==> src/verilog/pce_pkg.sv <==
package pce_pkg;

  // apb geometry
  localparam int unsigned APB_AW = 8;
  localparam int unsigned APB_DW = 32;

  // pin counts; port b pins occupy register bits 7:4
  localparam int unsigned PA_W   = 6;
  localparam int unsigned PB_W   = 4;
  localparam int unsigned PB_LSB = 4;
  localparam int unsigned EV_W   = 2;

  // register byte offsets
  localparam logic [APB_AW-1:0] OFF_A_RISE = 8'h00;
  localparam logic [APB_AW-1:0] OFF_A_FALL = 8'h04;
  localparam logic [APB_AW-1:0] OFF_A_FLAG = 8'h08;
  localparam logic [APB_AW-1:0] OFF_B_RISE = 8'h0c;
  localparam logic [APB_AW-1:0] OFF_B_FALL = 8'h10;
  localparam logic [APB_AW-1:0] OFF_B_FLAG = 8'h14;
  localparam logic [APB_AW-1:0] OFF_CTRL   = 8'h18;
  localparam logic [APB_AW-1:0] OFF_EV_STS = 8'h1c;
  localparam logic [APB_AW-1:0] OFF_EV_MSK = 8'h20;

  // control register fields
  localparam int unsigned CTRL_IEN_BIT = 0;
  localparam int unsigned CTRL_SUM_BIT = 1;

  // event status / mask fields
  localparam int unsigned EV_A_BIT = 0;
  localparam int unsigned EV_B_BIT = 1;

  // reset values
  localparam logic [PA_W-1:0] RST_A = 6'h00;
  localparam logic [PB_W-1:0] RST_B = 4'h0;
  localparam logic [EV_W-1:0] RST_EV = 2'h0;

  // apb request from the master
  typedef struct packed {
    logic              psel;
    logic              penable;
    logic              pwrite;
    logic [APB_AW-1:0] paddr;
    logic [APB_DW-1:0] pwdata;
  } pce_apb_req_t;

  // whole block state
  typedef struct packed {
    logic [PA_W-1:0]   a_s1;
    logic [PA_W-1:0]   a_s2;
    logic [PA_W-1:0]   a_prev;
    logic [PB_W-1:0]   b_s1;
    logic [PB_W-1:0]   b_s2;
    logic [PB_W-1:0]   b_prev;
    logic [PA_W-1:0]   a_rise;
    logic [PA_W-1:0]   a_fall;
    logic [PA_W-1:0]   a_flag;
    logic [PB_W-1:0]   b_rise;
    logic [PB_W-1:0]   b_fall;
    logic [PB_W-1:0]   b_flag;
    logic              ien;
    logic [EV_W-1:0]   ev_sts;
    logic [EV_W-1:0]   ev_msk;
    logic              pready;
    logic              pslverr;
    logic [APB_DW-1:0] prdata;
    logic              irq;
    logic              wake;
    logic              summary;
  } pce_state_t;

endpackage

==> src/verilog/pce_top.sv <==
`timescale 1ns/10ps
// Behaviour
// - each pin has a rising detector, active while its rise enable bit is one
// - each pin has a falling detector, active while its fall enable bit is one
// - both enables set means both edge directions are detected together
// - an enabled edge sets the pin flag, which stays until software clears
// - interrupt from a set flag only while master enable is one
// - master enable zero still detects and flags, but raises no interrupt
// - summary flag is the OR of all implemented pin flags
// - writing zero to a flag bit clears that flag
// - an edge during a flag write leaves the flag set regardless of data
// - a pin-change event wakes from sleep while master enable is one
// - an edge in sleep updates flags before the core resumes
// - port a rise enable holds bits 5:0, bits 7:6 read zero
// - port a fall enable holds bits 5:0, bits 7:6 read zero
// - port a flags set by enabled rising or falling edges
// - port b enables hold bits 7:4 only, bits 3:0 read zero
// - all enable and flag bits reset to zero
module pce_top
(
  input  wire logic                     clk_i,
  input  wire logic                     rst_i,
  input  wire logic                     ce_i,
  input  wire pce_pkg::pce_apb_req_t    apb_req_i,
  output logic [pce_pkg::APB_DW-1:0]    prdata_o,
  output logic                          pready_o,
  output logic                          pslverr_o,
  input  wire logic [pce_pkg::PA_W-1:0] port_a_a_i,
  input  wire logic [pce_pkg::PB_W-1:0] port_b_b_i,
  output logic                          irq_o,
  output logic                          wake_o,
  output logic                          summary_o
);
  import pce_pkg::*;

  pce_state_t st_r;
  pce_state_t st_nxt;

  logic [PA_W-1:0]   a_rise_ev;
  logic [PA_W-1:0]   a_fall_ev;
  logic [PA_W-1:0]   a_set;
  logic [PB_W-1:0]   b_rise_ev;
  logic [PB_W-1:0]   b_fall_ev;
  logic [PB_W-1:0]   b_set;
  logic              acc_done;
  logic              wr_en;
  logic [APB_DW-1:0] rd_word;
  logic              mapped;

  // single address decode shared by read, write and error paths
  function automatic logic hit(input logic [APB_AW-1:0] addr,
                               input logic [APB_AW-1:0] off);
    hit = (addr == off);
  endfunction

  // per-pin edge detection, one detector per direction
  genvar gi;
  generate
    for (gi = 0; gi < PA_W; gi++)
    begin : g_pa
      assign a_rise_ev[gi] = st_r.a_s2[gi] & ~st_r.a_prev[gi];
      assign a_fall_ev[gi] = ~st_r.a_s2[gi] & st_r.a_prev[gi];
      // either direction may fire, both when both enabled
      assign a_set[gi] = (a_rise_ev[gi] & st_r.a_rise[gi])
                       | (a_fall_ev[gi] & st_r.a_fall[gi]);
    end
    for (gi = 0; gi < PB_W; gi++)
    begin : g_pb
      // index 0 here is pin 4 of the register field
      assign b_rise_ev[gi] = st_r.b_s2[gi] & ~st_r.b_prev[gi];
      assign b_fall_ev[gi] = ~st_r.b_s2[gi] & st_r.b_prev[gi];
      assign b_set[gi] = (b_rise_ev[gi] & st_r.b_rise[gi])
                       | (b_fall_ev[gi] & st_r.b_fall[gi]);
    end
  endgenerate

  // transfer completes on the edge that samples pready high
  assign acc_done = apb_req_i.psel & apb_req_i.penable & st_r.pready;
  assign wr_en    = acc_done & apb_req_i.pwrite;

  // read mux; unimplemented bits read as zero
  always_comb
  begin
    rd_word = '0;
    mapped  = 1'b1;
    if (hit(apb_req_i.paddr, OFF_A_RISE))
      rd_word[PA_W-1:0] = st_r.a_rise;
    else if (hit(apb_req_i.paddr, OFF_A_FALL))
      rd_word[PA_W-1:0] = st_r.a_fall;
    else if (hit(apb_req_i.paddr, OFF_A_FLAG))
      rd_word[PA_W-1:0] = st_r.a_flag;
    else if (hit(apb_req_i.paddr, OFF_B_RISE))
      rd_word[PB_LSB+PB_W-1:PB_LSB] = st_r.b_rise;
    else if (hit(apb_req_i.paddr, OFF_B_FALL))
      rd_word[PB_LSB+PB_W-1:PB_LSB] = st_r.b_fall;
    else if (hit(apb_req_i.paddr, OFF_B_FLAG))
      rd_word[PB_LSB+PB_W-1:PB_LSB] = st_r.b_flag;
    else if (hit(apb_req_i.paddr, OFF_CTRL))
    begin
      rd_word[CTRL_IEN_BIT] = st_r.ien;
      rd_word[CTRL_SUM_BIT] = st_r.summary;
    end
    else if (hit(apb_req_i.paddr, OFF_EV_STS))
      rd_word[EV_W-1:0] = st_r.ev_sts;
    else if (hit(apb_req_i.paddr, OFF_EV_MSK))
      rd_word[EV_W-1:0] = st_r.ev_msk;
    else
      mapped = 1'b0;
  end

  // next-state logic for the whole block
  always_comb
  begin
    st_nxt = st_r;
    // two-flop pin synchronisers, then the previous-sample stage
    st_nxt.a_s1   = port_a_a_i;
    st_nxt.a_s2   = st_r.a_s1;
    st_nxt.a_prev = st_r.a_s2;
    st_nxt.b_s1   = port_b_b_i;
    st_nxt.b_s2   = st_r.b_s1;
    st_nxt.b_prev = st_r.b_s2;

    // one wait state: pready rises in the second access cycle
    // the wait costs a cycle but keeps read data off the comb path
    st_nxt.pready  = apb_req_i.psel & apb_req_i.penable & ~st_r.pready;
    st_nxt.pslverr = 1'b0;
    if (st_nxt.pready)
    begin
      st_nxt.prdata  = apb_req_i.pwrite ? '0 : rd_word;
      st_nxt.pslverr = ~mapped;
    end

    // enable registers
    if (wr_en && hit(apb_req_i.paddr, OFF_A_RISE))
      st_nxt.a_rise = apb_req_i.pwdata[PA_W-1:0];
    if (wr_en && hit(apb_req_i.paddr, OFF_A_FALL))
      st_nxt.a_fall = apb_req_i.pwdata[PA_W-1:0];
    if (wr_en && hit(apb_req_i.paddr, OFF_B_RISE))
      st_nxt.b_rise = apb_req_i.pwdata[PB_LSB+PB_W-1:PB_LSB];
    if (wr_en && hit(apb_req_i.paddr, OFF_B_FALL))
      st_nxt.b_fall = apb_req_i.pwdata[PB_LSB+PB_W-1:PB_LSB];
    if (wr_en && hit(apb_req_i.paddr, OFF_CTRL))
      st_nxt.ien = apb_req_i.pwdata[CTRL_IEN_BIT];
    if (wr_en && hit(apb_req_i.paddr, OFF_EV_MSK))
      st_nxt.ev_msk = apb_req_i.pwdata[EV_W-1:0];

    // flags: a written zero clears, but a same-cycle edge wins
    // the or comes last, so no write can hide an edge
    if (wr_en && hit(apb_req_i.paddr, OFF_A_FLAG))
      st_nxt.a_flag = apb_req_i.pwdata[PA_W-1:0];
    if (wr_en && hit(apb_req_i.paddr, OFF_B_FLAG))
      st_nxt.b_flag = apb_req_i.pwdata[PB_LSB+PB_W-1:PB_LSB];
    st_nxt.a_flag = st_nxt.a_flag | a_set;
    st_nxt.b_flag = st_nxt.b_flag | b_set;

    // event status is write-one-to-clear, set still wins
    if (wr_en && hit(apb_req_i.paddr, OFF_EV_STS))
      st_nxt.ev_sts = st_r.ev_sts & ~apb_req_i.pwdata[EV_W-1:0];
    st_nxt.ev_sts[EV_A_BIT] = st_nxt.ev_sts[EV_A_BIT] | (|a_set);
    st_nxt.ev_sts[EV_B_BIT] = st_nxt.ev_sts[EV_B_BIT] | (|b_set);

    // outputs track the new flags so the summary never lags them
    st_nxt.summary = (|st_nxt.a_flag) | (|st_nxt.b_flag);
    st_nxt.irq  = st_nxt.ien & (|(st_nxt.ev_sts & st_nxt.ev_msk));
    // flags keep updating on the running clock, so they are valid at wake
    st_nxt.wake = st_nxt.ien & st_nxt.summary;
  end

  // state register; ce low freezes everything, including the bus answer
  always_ff @(posedge clk_i)
  begin
    if (rst_i)
    begin
      st_r        <= '0;
      // enables, flags and events take their named reset values
      st_r.a_rise <= RST_A;
      st_r.a_fall <= RST_A;
      st_r.a_flag <= RST_A;
      st_r.b_rise <= RST_B;
      st_r.b_fall <= RST_B;
      st_r.b_flag <= RST_B;
      st_r.ev_sts <= RST_EV;
      st_r.ev_msk <= RST_EV;
    end
    else if (ce_i)
      st_r <= st_nxt;
  end

  assign prdata_o  = st_r.prdata;
  assign pready_o  = st_r.pready;
  assign pslverr_o = st_r.pslverr;
  assign irq_o     = st_r.irq;
  assign wake_o    = st_r.wake;
  assign summary_o = st_r.summary;
endmodule // pce_top
==> config.mk <==
export PLATFORM = sky130hd
export DESIGN_NAME = pce_top
export DESIGN_NICKNAME = d
export VERILOG_FILES = /design/src/verilog/pce_pkg.sv /design/src/verilog/pce_top.sv
export SDC_FILE = /design/constraint.sdc
export NUM_CORES = 1
export LEC_CHECK = 0
export ABC_CLOCK_PERIOD_IN_PS = 2800
export BUFFER_PORTS_ARGS = -buffer_cell sky130_fd_sc_hd__clkbuf_2
export CORE_MARGIN = 5
export CORE_UTILIZATION = 30
export DETAILED_ROUTE_END_ITERATION = 7
export PLACE_DENSITY_LB_ADDON = 0.3
export SYNTH_ARGS = -nofsm -noshare
export SYNTH_HDL_FRONTEND = slang
export SYNTH_SLANG_ARGS = --single-unit
==> constraint.sdc <==
create_clock -name clk_i -period 2.8 [get_ports clk_i]
set_input_delay 0.42 -clock clk_i [delete_from_list [all_inputs] [get_ports clk_i]]
set_output_delay 0.42 -clock clk_i [all_outputs]
set_load 0.05 [all_outputs]
==> flow_summary.json <==
{
  "p_seq_share_pct": 45.5,
  "avgRoutedWirePerCell_um": 15.4,
  "cpMaxStageDelayCell": "or4_1",
  "skew_ps": 11.0,
  "worstPathRequired_ps": 2980,
  "register_area_um2": 1560,
  "leakagePower_nw": 1.78,
  "cts_tree": "done",
  "track_usage_pct": 13.4,
  "p_total_mw": 2.54,
  "multi_input_area_um2": 2080,
  "post_cts_buffers": 0,
  "power_frac_comb_pct": 10.6,
  "cts_sinks": 78,
  "dr.pass1.iters": 5,
  "maxSlewViolCount": 0,
  "switching_power_mw": 0.660,
  "fp.dieW_um": 124,
  "overflow": 0,
  "hold_path.class": "primary input to flip-flop",
  "ctsResizeCount": 0,
  "nNetsFinal": 540,
  "tightest_slew_ps": 827,
  "cp.arrival_ps": 2500,
  "fin_crit_ps": 2310,
  "num_vias": 3289,
  "cts-root-buf": "clkbuf_16",
  "synth_flop_cell": "dfxtp_1",
  "post_dp_cell_area_um2": 4220,
  "htreeDepth": 3,
  "drc": 0,
  "wirelength_um": 10100,
  "hold_viol_final": 0,
  "diodes": 0,
  "rsz0062_at_grt": "no",
  "synth_edf_count": 0,
  "synth_top_area_share_pct": 39.8,
  "p_clk_share_pct": 43.9,
  "grt_max_degree": 54,
  "synth-seq-cells": 78,
  "yosysMostFrequentCell": "dfxtp_1",
  "synthTopCellsByArea": "dfxtp_1, mux2i_1, nor2_1, buf_4, nand2_1",
  "drtIter0Drc": 240,
  "ys_async_sr_fraction_pct": 0,
  "routabilityCongestion": 0.870,
  "nFillCells": 1317,
  "clkSlewWorstSetupHoldPaths_ps": 60,
  "start_kind": "primary input",
  "cpPeakStageDelay_ps": 680,
  "syn_inst": 449,
  "hold_buffers": 0,
  "endpoint_kind": "flip-flop",
  "p_int_mw": 1.88,
  "status": "finished, final reports clean",
  "antenna_found_initial": 2,
  "area_growth_pct": 14.9,
  "vdd_drop_max_v": 0.000278,
  "avgSynthCellArea_um2": 8.74,
  "drive_gt1_share_pct": 17.0,
  "ys_types": 55,
  "period_share_pct": 82.6,
  "cts_buffers": 9,
  "coreArea_um2": 12700,
  "ios": 93,
  "yosys_warnings": 0,
  "crit_buf_inv": 1,
  "path_cells": "clkbuf_2 -> or4_1 -> nor4_1 -> o21ai_1 -> or4_4 -> a21oi_1 -> a221oi_1",
  "grt_pass1_wl_um": 16700,
  "p_per_area_nw_per_um2": 564,
  "rows": 41,
  "vias_per_cell": 4.98,
  "path_delay_family": "simple AND/OR/NAND/NOR gates",
  "slew_headroom_pct": 44.9,
  "p_sw_share_pct": 25.9,
  "die_h_um": 124,
  "grt_pass1_vias": 3171,
  "hpwl_um": 7470,
  "fmax_ghz": 0.432,
  "initial_core_util_pct": 30.9,
  "tns_ps": 0,
  "finalInstanceArea_um2": 4510,
  "cap_violations": 0,
  "io_buffers": 44,
  "setup_violations": 0,
  "ctsLongestPathBuffers": 2,
  "synth_top_area_cell": "dfxtp_1",
  "ant_nets": 0,
  "syn_area_um2": 3930,
  "path_max_fanout": 7,
  "die-area_um2": 15500,
  "criticalPathCategory": "primary input to flip-flop",
  "clock_latency_ps": 340,
  "yosys-top-cells-count": "dfxtp_1, nor2_1, mux2i_1, buf_4, nand2_1",
  "r2r_setup_slack_ps": 620,
  "yosysSeqAreaShare_pct": 39.8
}
registers in the layout (all words and copies together), names as in the netlist:
| name | flops |
|---|---|
| irq_o | 1 |
| prdata_o | 8 |
| pready_o | 1 |
| pslverr_o | 1 |
| st_nxt | 20 |
| st_r | 45 |
| summary_o | 1 |
| wake_o | 1 |
per-stage QoR:
stage	hold slack [ps]	instances	setup slack [ps]	utilization, %
5_1_grt	346	660	315	35.4
3_3_place_gp	451	645	140	33.2
4_1_cts	320	660	492	35.4
2_1_floorplan	432	472	470	-
3_5_place_dp	456	645	135	33.2
6_report	326	660	486	35.4
per-layer routing:
metal	GRT usage, %	vias to the layer above	routed length [um]
li1	-	1627	-
met1	18.2	1553	4910
met2	19.8	89	4410
met3	3.90	16	592
met4	5.74	4	178
met5	0	-	34
final timing paths:
| kind | startpoint | to | cells past startpoint |
|---|---|---|---|
| max | apb_req_i[36] | wake_o | 7 |
| min | port_b_b_i[1] | st_nxt[77] | 3 |
| max reg2reg | pready_o | wake_o | 6 |
| min reg2reg | prdata_o[2] | prdata_o[2] | 2 |
kinds of logic after synthesis:
group,after synthesis,share of synthesized area (%)
AO/OA/AOI/OAI,86,14.9
buffers and inverters,63,9.31
flip-flops,78,39.8
multiplexers,57,14.6
other,1,0.0955
AND/OR/NAND/NOR,164,21.3
worst reg2reg max path, stage by stage, from the launching register on:
cell and delay [ps]:
dfxtp_1 410, nand4_2 320, nor4_1 370, o21ai_1 140, or4_4 570, a21oi_1 130
a221oi_1 80
power by group through the flow:
stage / Clock (mW) / Sequential [mW] / Combinational, mW
CTS: 1.15 / 1.16 / 0.270
floorplan: 0 / 1.18 / 0.216
global placement: 0 / 1.18 / 0.267
global route: 1.20 / 1.16 / 0.292
detailed placement: 0 / 1.18 / 0.270
finish: 1.12 / 1.16 / 0.269
final cells by class:
| type | instances | area share (%) |
|---|---|---|
| Tap cell | 172 | 4.77 |
| Multi-Input combinational cell | 331 | 46.2 |
| Sequential cell | 78 | 34.6 |
| Inverter | 6 | 0.500 |
| Clock inverter | 2 | 0.361 |
| Clock buffer | 13 | 6.00 |
| Timing Repair Buffer | 58 | 7.49 |
cell usage in the layout, fill, tap and decap left out, drive strengths merged, types with 2 or more instances in the layout:
cell      n
nor2b     4
o31a      5
nor4      3
and3      3
mux2      2
nand4     7
or4b      3
o2bb2ai   2
a22oi     7
a32o      2
nor3      8
buf      14
nand2b    2
o21ai    16
nand2    30
nand3     4
clkinv    2
o221ai    3
inv       5
a31oi     4
a211oi   14
a221oi    2
o31ai     2
nor4b     2
o21a      3
o211ai    5
a21oi    18
nand3b   12
or4       4
clkbuf   57
dfxtp    78
nor2     75
mux2i    55
conb     24
(Power assumes the default switching activity.)
